<file path="src/common/cbsc_pkg.sv">
// cbsc_pkg: field layout, condition codes, reset values and helpers of the
// buffer control word. assumes a single controller clock for every user.
package cbsc_pkg;

	localparam int CBSC_WORD_W  = 16;
	localparam int CBSC_FIELD_W = 4;

	// field positions inside the buffer control word
	localparam int CBSC_LEN_LSB  = 12;
	localparam int CBSC_RSV_LSB  = 8;
	localparam int CBSC_RANK_LSB = 4;
	localparam int CBSC_COND_LSB = 0;

	// values after reset
	localparam logic [3:0] CBSC_LEN_RST  = 4'h0;
	localparam logic [3:0] CBSC_RANK_RST = 4'h0;
	localparam logic [3:0] CBSC_COND_RST = 4'h0;
	localparam logic [3:0] CBSC_RSV_VAL  = 4'h0;

	// longest payload in bytes
	localparam logic [3:0] CBSC_LEN_MAX = 4'h8;

	// buffer condition codes, bit 3 is the direction, bit 0 the busy flag
	localparam logic [3:0] COND_RX_IDLE       = 4'h0;
	localparam logic [3:0] COND_RX_IDLE_BUSY  = 4'h1;
	localparam logic [3:0] COND_RX_ARMED      = 4'h2;
	localparam logic [3:0] COND_RX_COPY_FIRST = 4'h3;
	localparam logic [3:0] COND_RX_HOLDING    = 4'h4;
	localparam logic [3:0] COND_RX_COPY_SECOND = 4'h5;
	localparam logic [3:0] COND_RX_OVERWRITTEN = 4'h6;
	localparam logic [3:0] COND_RX_COPY_REPEAT = 4'h7;
	localparam logic [3:0] COND_TX_IDLE       = 4'h8;
	localparam logic [3:0] COND_TX_IDLE_BUSY  = 4'h9;
	localparam logic [3:0] COND_TX_REMOTE     = 4'ha;
	localparam logic [3:0] COND_TX_RESERVED   = 4'hb;
	localparam logic [3:0] COND_TX_SINGLE     = 4'hc;
	localparam logic [3:0] COND_TX_PEND_SINGLE = 4'hd;
	localparam logic [3:0] COND_TX_SINGLE_REMOTE = 4'he;
	localparam logic [3:0] COND_TX_PEND_REMOTE = 4'hf;

	// what the protocol engine is doing with this buffer
	typedef enum logic [1:0] {
		ACT_IDLE,
		ACT_COPY,
		ACT_SEND
	} cbsc_act_t;

	// payload length in bytes, codes above eight count as eight
	function automatic logic [3:0] cbsc_clamp_len(input logic [3:0] code);
		cbsc_clamp_len = (code >= CBSC_LEN_MAX) ? CBSC_LEN_MAX : code;
	endfunction : cbsc_clamp_len

	// the one transmit code that must never be shown is turned into the busy remote code
	function automatic logic [3:0] cbsc_fix_code(input logic [3:0] code);
		cbsc_fix_code = (code == COND_TX_RESERVED) ? COND_TX_PEND_REMOTE : code;
	endfunction : cbsc_fix_code

endpackage : cbsc_pkg

</file>
<file path="src/common/cbsc_core_if.sv">
// cbsc_core_if: carries the buffer condition, the engine events and the
// length between the top and its two helpers. one clock domain throughout.
interface cbsc_core_if;
	import cbsc_pkg::*;

	logic [3:0] cond;
	cbsc_act_t  act;
	logic [3:0] len;
	logic       cpu_cond_we;
	logic [3:0] cpu_cond;
	logic       eng_cond_we;
	logic [3:0] eng_cond;
	logic       rx_start;
	logic       rx_done;
	logic       tx_start;
	logic       tx_done;
	logic       remote_hit;
	logic       data_wr;
	logic [3:0] next_cond;
	cbsc_act_t  next_act;

	modport core (
		output cond, act, len, cpu_cond_we, cpu_cond, eng_cond_we, eng_cond,
		output rx_start, rx_done, tx_start, tx_done, remote_hit, data_wr,
		input  next_cond, next_act
	);

	modport state (
		input  cond, act, cpu_cond_we, cpu_cond, eng_cond_we, eng_cond,
		input  rx_start, rx_done, tx_start, tx_done, remote_hit,
		output next_cond, next_act
	);

	modport gate (
		input cond, len, data_wr
	);

endinterface : cbsc_core_if

</file>
<file path="src/verilog/cbsc_buffer_ctrl.sv">
// cbsc_buffer_ctrl: control word of one message buffer, shared by the
// processor and the protocol engine. assumes both sit on the controller
// clock, so none of their inputs needs a synchroniser.
//
// How it works
// - word holds length 15:12, reserved 11:8, rank 7:4, condition 3:0.
// - processor and engine both read and update the same storage.
// - engine may rewrite the condition; condition bit 0 is the busy flag.
// - while busy, only the low byte of the word accepts processor writes.
// - engine sets busy while copying a frame or sending from this buffer.
// - any engine condition update clears the busy flag.
// - bit 3 picks direction; receive idle codes are 0000, 0010, 0100, 0110.
// - frame copy turns armed, holding, overwritten into the matching busy code.
// - software writing receive idle mid-copy reads 0001 until copy ends.
// - send codes 1000, 1100, 1010, 1110; 1010 answers remote frames.
// - pending or sending shows the transmit code with busy set; a remote answer from 1010 shows 1111.
// - software writing send idle while sending reads 1001.
// - code 1011 is never produced.
// - single-then-remote becomes remote-only once its message is sent.
// - on reception the engine stores the received byte count.
// - length is a plain binary byte count from zero to eight.
// - no more than eight bytes move; codes from eight up mean eight.
// - bytes above the length are ignored on send, may be garbage on receive.
module cbsc_buffer_ctrl
	import cbsc_pkg::*;
(
	// clock and reset
	input  wire logic        REF_CLK_IN,
	input  wire logic        RESET_N_IN,
	// processor access to the control word and the buffer
	input  wire logic        CPU_WR_IN,
	input  wire logic [1:0]  CPU_BYTE_EN_IN,
	input  wire logic [15:0] CPU_WDATA_IN,
	input  wire logic        CPU_DATA_WR_IN,
	output logic      [15:0] CONTROL_WORD_OUT,
	output logic             DATA_WR_GRANT_OUT,
	// protocol engine events, one-cycle pulses
	input  wire logic        ENG_COND_WR_IN,
	input  wire logic [3:0]  ENG_COND_IN,
	input  wire logic        ENG_RX_COPY_START_IN,
	input  wire logic        ENG_RX_COPY_DONE_IN,
	input  wire logic [3:0]  ENG_RX_LEN_IN,
	input  wire logic        ENG_TX_START_IN,
	input  wire logic        ENG_TX_DONE_IN,
	input  wire logic        ENG_REMOTE_HIT_IN,
	// buffer status toward the engine
	output logic             BUSY_OUT,
	output logic             TX_READY_OUT,
	output logic             RX_ARMED_OUT,
	output logic             REMOTE_ANSWER_OUT,
	output logic      [3:0]  TX_RANK_OUT,
	output logic      [3:0]  TX_BYTE_COUNT_OUT,
	output logic      [7:0]  BYTE_VALID_OUT
);

	// reset release
	logic rst_meta;
	logic rst_n;

	always_ff @(posedge REF_CLK_IN or negedge RESET_N_IN) begin
		if (!RESET_N_IN) begin
			rst_meta <= 1'b0;
			rst_n    <= 1'b0;
		end else begin
			rst_meta <= 1'b1;
			rst_n    <= rst_meta;
		end
	end

	// stored fields
	logic [3:0] cond;
	logic [3:0] rank;
	logic [3:0] len;
	cbsc_act_t  act;
	logic [3:0] next_rank;
	logic [3:0] next_len;

	// registered status views
	logic [15:0] word;
	logic        tx_ready;
	logic        rx_armed;
	logic        remote_ans;
	logic [15:0] next_word;
	logic        next_tx_ready;
	logic        next_rx_armed;
	logic        next_remote_ans;

	// processor write decode
	logic cpu_low_we;
	logic cpu_high_we;

	cbsc_core_if link ();

	always_comb begin
		cpu_low_we  = CPU_WR_IN & CPU_BYTE_EN_IN[0];
		// the high byte carries the length and is locked while busy
		cpu_high_we = CPU_WR_IN & CPU_BYTE_EN_IN[1] & ~cond[0];
	end

	// both parties feed the one shared condition register
	assign link.cond        = cond;
	assign link.act         = act;
	assign link.len         = len;
	assign link.cpu_cond_we = cpu_low_we;
	assign link.cpu_cond    = CPU_WDATA_IN[CBSC_COND_LSB +: CBSC_FIELD_W];
	assign link.eng_cond_we = ENG_COND_WR_IN;
	assign link.eng_cond    = ENG_COND_IN;
	assign link.rx_start    = ENG_RX_COPY_START_IN;
	assign link.rx_done     = ENG_RX_COPY_DONE_IN;
	assign link.tx_start    = ENG_TX_START_IN;
	assign link.tx_done     = ENG_TX_DONE_IN;
	assign link.remote_hit  = ENG_REMOTE_HIT_IN;
	assign link.data_wr     = CPU_DATA_WR_IN;

	cbsc_state_unit u_state (
		.link (link)
	);

	cbsc_access_gate u_gate (
		.clk_in    (REF_CLK_IN),
		.rst_n_in  (rst_n),
		.link      (link),
		.grant_out (DATA_WR_GRANT_OUT),
		.count_out (TX_BYTE_COUNT_OUT),
		.mask_out  (BYTE_VALID_OUT)
	);

	// rank and length fields
	always_comb begin
		next_rank = rank;
		next_len  = len;
		if (cpu_low_we) begin
			next_rank = CPU_WDATA_IN[CBSC_RANK_LSB +: CBSC_FIELD_W];
		end
		if (cpu_high_we) begin
			next_len = CPU_WDATA_IN[CBSC_LEN_LSB +: CBSC_FIELD_W];
		end
		// the engine's byte count wins over a write in the same cycle
		if (ENG_RX_COPY_DONE_IN && act == ACT_COPY && !ENG_COND_WR_IN) begin
			next_len = ENG_RX_LEN_IN;
		end
	end

	always_ff @(posedge REF_CLK_IN or negedge rst_n) begin
		if (!rst_n) begin
			cond <= CBSC_COND_RST;
			act  <= ACT_IDLE;
			rank <= CBSC_RANK_RST;
			len  <= CBSC_LEN_RST;
		end else begin
			cond <= link.next_cond;
			act  <= link.next_act;
			rank <= next_rank;
			len  <= next_len;
		end
	end

	// status views, registered from the next values so they track the word
	always_comb begin
		next_word = {next_len, CBSC_RSV_VAL, next_rank, link.next_cond};
		next_tx_ready = (link.next_cond == COND_TX_SINGLE)
			|| (link.next_cond == COND_TX_SINGLE_REMOTE);
		next_rx_armed = (link.next_cond == COND_RX_ARMED)
			|| (link.next_cond == COND_RX_HOLDING)
			|| (link.next_cond == COND_RX_OVERWRITTEN);
		next_remote_ans = (link.next_cond == COND_TX_REMOTE)
			|| (link.next_cond == COND_TX_SINGLE_REMOTE);
	end

	always_ff @(posedge REF_CLK_IN or negedge rst_n) begin
		if (!rst_n) begin
			word       <= {CBSC_LEN_RST, CBSC_RSV_VAL, CBSC_RANK_RST, CBSC_COND_RST};
			tx_ready   <= 1'b0;
			rx_armed   <= 1'b0;
			remote_ans <= 1'b0;
		end else begin
			word       <= next_word;
			tx_ready   <= next_tx_ready;
			rx_armed   <= next_rx_armed;
			remote_ans <= next_remote_ans;
		end
	end

	// the read copy equals the stored fields in every cycle
	assign CONTROL_WORD_OUT  = word;
	assign BUSY_OUT          = word[CBSC_COND_LSB];
	assign TX_RANK_OUT       = word[CBSC_RANK_LSB +: CBSC_FIELD_W];
	assign TX_READY_OUT      = tx_ready;
	assign RX_ARMED_OUT      = rx_armed;
	assign REMOTE_ANSWER_OUT = remote_ans;

endmodule : cbsc_buffer_ctrl

</file>
<file path="src/verilog/cbsc_state_unit.sv">
// cbsc_state_unit: next buffer condition and engine activity from the
// processor write and the engine events. purely combinational; the top
// registers the result.
module cbsc_state_unit
	import cbsc_pkg::*;
(
	// shared state and events
	cbsc_core_if.state link
);

	logic [3:0] c;
	cbsc_act_t  a;

	always_comb begin
		c = link.cond;
		a = link.act;
		// processor write first, the engine then acts on its result
		if (link.cpu_cond_we) begin
			// busy stays set while the engine still owns the buffer
			c = cbsc_fix_code({link.cpu_cond[3:1], link.act != ACT_IDLE});
		end
		if (link.eng_cond_we) begin
			c = {link.eng_cond[3:1], 1'b0};
			a = ACT_IDLE;
		end else if (link.rx_done) begin
			if (a == ACT_COPY) begin
				a = ACT_IDLE;
				unique case (c[3:1])
					3'b001:         c = COND_RX_HOLDING;
					3'b010, 3'b011: c = COND_RX_OVERWRITTEN;
					default:        c = {c[3:1], 1'b0};
				endcase
			end
		end else if (link.tx_done) begin
			if (a == ACT_SEND) begin
				a = ACT_IDLE;
				unique case (c)
					COND_TX_PEND_SINGLE: c = COND_TX_IDLE;
					COND_TX_PEND_REMOTE: c = COND_TX_REMOTE;
					default:             c = cbsc_fix_code({c[3:1], 1'b0});
				endcase
			end
		end else if (link.rx_start) begin
			if (a == ACT_IDLE && (c == COND_RX_ARMED || c == COND_RX_HOLDING
					|| c == COND_RX_OVERWRITTEN)) begin
				c = {c[3:1], 1'b1};
				a = ACT_COPY;
			end
		end else if (link.tx_start) begin
			if (a == ACT_IDLE && (c == COND_TX_SINGLE || c == COND_TX_SINGLE_REMOTE)) begin
				c = {c[3:1], 1'b1};
				a = ACT_SEND;
			end
		end else if (link.remote_hit) begin
			// a remote answer from the remote-only code shows the busy remote code
			if (a == ACT_IDLE && (c == COND_TX_REMOTE || c == COND_TX_SINGLE_REMOTE)) begin
				c = COND_TX_PEND_REMOTE;
				a = ACT_SEND;
			end
		end
		link.next_cond = c;
		link.next_act  = a;
	end

endmodule : cbsc_state_unit

</file>
<file path="src/verilog/cbsc_access_gate.sv">
// cbsc_access_gate: registered data write grant and payload length views.
// assumes the busy flag and length come from registers of the same clock.
module cbsc_access_gate
	import cbsc_pkg::*;
(
	// clock and reset
	input  wire logic  clk_in,
	input  wire logic  rst_n_in,
	// shared state
	cbsc_core_if.gate  link,
	// registered results
	output logic       grant_out,
	output logic [3:0] count_out,
	output logic [7:0] mask_out
);

	logic       next_grant;
	logic [3:0] next_count;
	logic [7:0] next_mask;

	always_comb begin
		next_grant = link.data_wr & ~link.cond[0];
		next_count = cbsc_clamp_len(link.len);
		// lanes above the count are don't-care for the engine
		next_mask  = 8'((9'h001 << next_count) - 9'h001);
	end

	always_ff @(posedge clk_in or negedge rst_n_in) begin
		if (!rst_n_in) begin
			grant_out <= 1'b0;
			count_out <= CBSC_LEN_RST;
			mask_out  <= 8'h00;
		end else begin
			grant_out <= next_grant;
			count_out <= next_count;
			mask_out  <= next_mask;
		end
	end

endmodule : cbsc_access_gate

</file>
<file path="config.mk">
export PLATFORM = sky130hd
export DESIGN_NAME = cbsc_buffer_ctrl
export DESIGN_NICKNAME = d
export VERILOG_FILES = /design/src/common/cbsc_pkg.sv /design/src/common/cbsc_core_if.sv /design/src/verilog/cbsc_buffer_ctrl.sv /design/src/verilog/cbsc_state_unit.sv /design/src/verilog/cbsc_access_gate.sv
export SDC_FILE = /design/constraint.sdc
export NUM_CORES = 1
export LEC_CHECK = 0
export BUFFER_PORTS_ARGS = -buffer_cell sky130_fd_sc_hd__clkbuf_2
export CAP_MARGIN = 40
export CORE_ASPECT_RATIO = 0.6
export CORE_MARGIN = 2
export CORE_UTILIZATION = 49
export DETAILED_ROUTE_END_ITERATION = 16
export PLACE_DENSITY_LB_ADDON = 0.05
export SKIP_CTS_REPAIR_TIMING = 1
export SYNTH_ARGS = -nofsm -noshare
export SYNTH_HDL_FRONTEND = slang
export SYNTH_SLANG_ARGS = --single-unit
</file>
<file path="constraint.sdc">
create_clock -name REF_CLK_IN -period 1.6 [get_ports REF_CLK_IN]
set_input_delay 0.24 -clock REF_CLK_IN [delete_from_list [all_inputs] [get_ports REF_CLK_IN]]
set_output_delay 0.24 -clock REF_CLK_IN [all_outputs]
set_load 0.01 [all_outputs]
</file>
======== After elaboration in Yosys (flattened, before gate mapping) ========
Index checks and enable logic that the tools add are counted.
Widths: inputs -> output; s select.
word-level totals
  bits in registers ....................... 44
  bits of input ports ..................... 36
  output and inout port bits .............. 37
  logic and storage cells ................. 95
cells by class
  add/sub/neg operators ................... 1
  order comparisons ....................... 1
  equal/unequal tests ..................... 24
  shifts and indexed selects .............. 1
  mux-type cells .......................... 30
  bitwise logic cells ..................... 5
  reductions and logical operators ........ 20
operators with widths
  operator             number
  $mux 4               15
  $eq 4x4->1 const B   9
  $mux 2               11
  $eq 4x3->1 const B   4
  $pmux 4 s2           2
  $reduce_bool 6->1    2
  $eq 4x2->1 const B   2
  $logic_or 1x1->1     8
  $shl 1x4->8 const A  1
  $sub 8x1->8 const B  1
  $eq 3x2->1 const B   2
  $ne 6x4->1 const B   1
  $reduce_and 6->1     1
  $logic_and 1x1->1    5
  $ne 5x2->1 const B   1
  $and 1x1->1          4
  $ge 4x4->1 const B   1
  $ne 4x3->1 const B   1
  $eq 3x1->1 const B   1
  $ne 3x2->1 const B   1
  $eq 2x1->1 const B   1
  $eq 2x2->1 const B   1
  $logic_not 2->1      1
  $mux 1               2
  other kinds (4)      4

======== Longest topological paths before layout ========
  word-level depth ........................ 17
  depth in mapped cells ................... 8
  depth with buffers taken out ............ 7

======== Hierarchy ========
From an unflattened synthesis, not the netlist that was laid out.
unflattened totals
  cell total of the unflattened synthesis .. 143
  area, all modules ....................... 1,580.3 µm²
by module, submodules not included
  module            times used  cells each  area each (µm²)  sequential area each (µm²)
  cbsc_buffer_ctrl  1           55          732.0            475.5
  cbsc_access_gate  1           37          484.2            325.3
  cbsc_state_unit   1           51          364.1            0.0

======== Worst setup path before layout ========
No wires, ideal clock.
  path kind ............................... register -> register
  from .................................... register CONTROL_WORD_OUT[15] (netlist name)
  to ...................................... register u_gate.mask_out[6]
  library setup time ...................... 83 ps
  arrival ................................. 1,816 ps
  data required time ...................... 1,517 ps
  slack ................................... -299 ps
  stages on the path, launching flop included .. 8
  path buffers ............................ 1
  period minus slack after synthesis ...... 1,899 ps
  path through ............................ dfrtp_1 > clkbuf_1 > or2_2 > or3_1 > ha_1 > nor3_1 > a21oi_1 > o21ai_0
RTL lines
  item                  line                    source
  to (signal assigned)  cbsc_access_gate.sv:36  mask_out <= next_mask;
  to (decl)             cbsc_access_gate.sv:14  output logic [7:0] mask_out

==> impl_metrics.ini <==
[synthesis]
yosysTopAreaCell = dfrtp_1
synth.distinct_cells = 44
seq_area_frac_synth_pct = 51.9
netlist_area_sq_mm = 0.00154
synth_top_area_share_pct = 51.9
ys_top_cells_by_area = dfrtp_1 (52%), buf_4 (4.4%), mux2i_1 (3.2%), o21ai_0 (2.9%), mux2_2 (2.9%)
synth_seq_cells = 32
synth_area_per_cell_sq_um = 10.9
syn_inst = 142
synth_warnings = 0

[placed_design]
routabilityCongestion = 0.823
pre_cts_ws_ns = -0.247
dp_hpwl_um = 2930
postPlaceCellArea_sq_mm = 0.00203
port_buffers = 62

[timing]
fin_worst_skew_ns = 0.00539
max_freq_mhz = 579
fin_ws_ns = -0.128
rsz0062_at_grt = yes
post-route-period-util_pct = 108
drv_slew = 0
finalSetupViolations = 7
fin_crit_ns = 1.73
hold_violations = 0

[setup_path]
worst_ep_required_time_ns = 1.79
start_kind = register
arrival_ns = 1.92
path_max_fanout = 4
cp-end-kind = register
worstSetupPathType = reg2reg

[outcome]
outcome = complete, but fails checks
violations = negative setup slack

[die]
core-area_sq_mm = 0.00293
pin_count = 73
initial_core_util_pct = 52.6
rows = 15
die_h_um = 47.4
dieArea_sq_mm = 0.00363
die_w_um = 76.4

[grt]
antenna_found_initial = 0
grt_pass1_wl_um = 5880
grt_max_degree = 27
grt-ovfl-total = 0
grt_use_total_pct = 22.0
grt_pass1_vias = 1244

[drt]
drt-met1-wl_um = 1830
routed.top_layer = met4
wl_met3_um = 289
drt_iter0_drc = 89
wl_per_cell_um = 15.0
dr.pass1.iters = 4
wl_met2_um = 1850
drt_wl_total_um = 4050
num_vias = 1399
drc_errors = 0
viasPerCell = 5.18
antenna_left = 0

[power]
pwr-share-seq_pct = 40.5
p_leak_nw = 1.15
pwr_density_cell_mw_per_mm2 = 1120
sw_frac_of_total_pct = 31.2
pwr-share-comb_pct = 33.6
internal-power_mw = 1.75
clkPwrFrac_pct = 25.9
power_mw = 2.55
p_sw_mw = 0.795
vdd_drop_max_mv = 0.613

[clock_network]
cts-root-buf = clkbuf_8
tritoncts = yes
htree_num_levels = 2
clock_path_buffers = 2
clk_latency_ns = 0.28
cts.clk_slew.worst_paths_ns = 0.07
cts_buffers = 5
cts_sinks = 32

[cells_and_area]
final_cell_area_sq_mm = 0.00227
drive_above_1_share_pct = 54.4
final_cell_mix = clkbuf_2 (62), dfrtp_1 (31), buf_4 (26)
syn2layout_area_growth_pct = 47.6
n_antenna_cell = 0
final_common_cell = clkbuf_2
fin_nets = 265

[run]
maxCapViolations = 0

[hold_path]
hold_class = reg2async
==> final timing paths <==
kind	start	endpoint	slack (ns)	cells after the start
min in group REF_CLK_IN	ENG_RX_LEN_IN[1]	len[1]$_DFFE_PN0P_	0.17	3
max in group asynchronous	rst_n$_DFF_PN0_	act[0]$_DFFE_PN0P_	0.94	1
min reg2reg	rst_n$_DFF_PN0_	CONTROL_WORD_OUT[3]$_DFF_PN0_	0.07	0
max reg2reg	CONTROL_WORD_OUT[3]$_DFF_PN0_	RX_ARMED_OUT$_DFF_PN0_	-0.13	6
max	CONTROL_WORD_OUT[3]$_DFF_PN0_	RX_ARMED_OUT$_DFF_PN0_	-0.13	6
min	rst_n$_DFF_PN0_	CONTROL_WORD_OUT[3]$_DFF_PN0_	0.07	0
==> flip-flops by register name, indices dropped and copies added, names as in the netlist <==
signal and flops:
u_gate.mask_out 8, u_gate.count_out 4, CONTROL_WORD_OUT 3, cond 3, len 3, rank 3
act 2, REMOTE_ANSWER_OUT 1, RX_ARMED_OUT 1, TX_READY_OUT 1, rst_meta 1, rst_n 1
u_gate.grant_out 1
==> per-stage QoR <==
| stage | instances | hold WS [ns] | setup TNS, ns | util [%] |
|---|---|---|---|---|
| 5_1_grt | 270 | 0.0915 | -0.880 | 77.7 |
| 2_1_floorplan | 145 | -0.0556 | -0.483 | - |
| 3_5_place_dp | 258 | 0.0274 | -1.26 | 69.3 |
| 6_report | 270 | 0.0688 | -0.594 | 77.7 |
| 4_1_cts | 265 | -0.273 | -1.19 | 72.6 |
| 3_3_place_gp | 258 | 0.0252 | -0.768 | 69.3 |
==> area by class of cell <==
class / instances / area, sq um
Fill cell: 187 / 653
Clock buffer: 7 / 96.3
Inverter: 6 / 22.5
Multi-Input combinational cell: 92 / 763
Tap cell: 42 / 52.6
Timing Repair Buffer: 91 / 538
Sequential cell: 32 / 802
==> power groups by stage <==
stage | clock, mW | combinational (mW) | sequential (mW)
after floorplan | 0 | 0.344 | 1.16
after global placement | 0 | 0.764 | 1.04
after detailed placement | 0 | 0.787 | 1.05
after CTS | 0.675 | 0.791 | 1.03
after global routing | 0.712 | 0.929 | 1.05
final | 0.659 | 0.857 | 1.03
==> cell families (layout without fill, tap and decap cells) <==
kind of cell / after synthesis / in the layout / synth area share (%)
xor gates and xnor gates: 1 / 1 / 0.568
AOI/OAI and AO/OA: 34 / 34 / 16.8
and+or+nand+nor: 42 / 42 / 15.3
DFF: 32 / 32 / 51.9
buffers and inverters: 21 / 104 / 7.95
muxes: 9 / 9 / 6.17
other: 2 / 5 / 0.487
adders and majority gates: 1 / 1 / 0.812
==> metal layers <==
metal | GRT usage [%] | vias to the layer above
met4 | 11.6 | 0
met3 | 6.04 | 9
met5 | 0 | -
li1 | - | 666
met1 | 28.8 | 661
met2 | 35.0 | 63
==> synth_stat cells, drive strengths merged <==
library cell  instances
buf                  12
o21ai                 9
mux2                  4
nor3                  3
nand3b                2
o31ai                 2
nand2b                4
nand3                 1
nor3b                 3
xor2                  1
mux2i                 5
nand2                 8
a211oi                1
nor2b                 5
nor2                  8
a311oi                1
nor4bb                1
inv                   6
ha                    1
a211o                 4
clkbuf                3
o211a                 1
o41a                  1
or2                   2
a22oi                 1
o31a                  2
conb                  2
a21oi                 2
o41ai                 2
a31oi                 1
a21boi                2
dfrtp                32
o22a                  1
o32ai                 1
a21o                  1
and3                  2
or3                   3
o311ai                2
==> worst max-delay path, cell delays in order (launching register included) <==
cell and delay, ns:
dfrtp_1 0.39, a21boi_2 0.16, or2_4 0.25, buf_4 0.16
o41ai_2 0.33, a21oi_2 0.09, a211oi_2 0.25
Power figures use the tool's default switching activity.
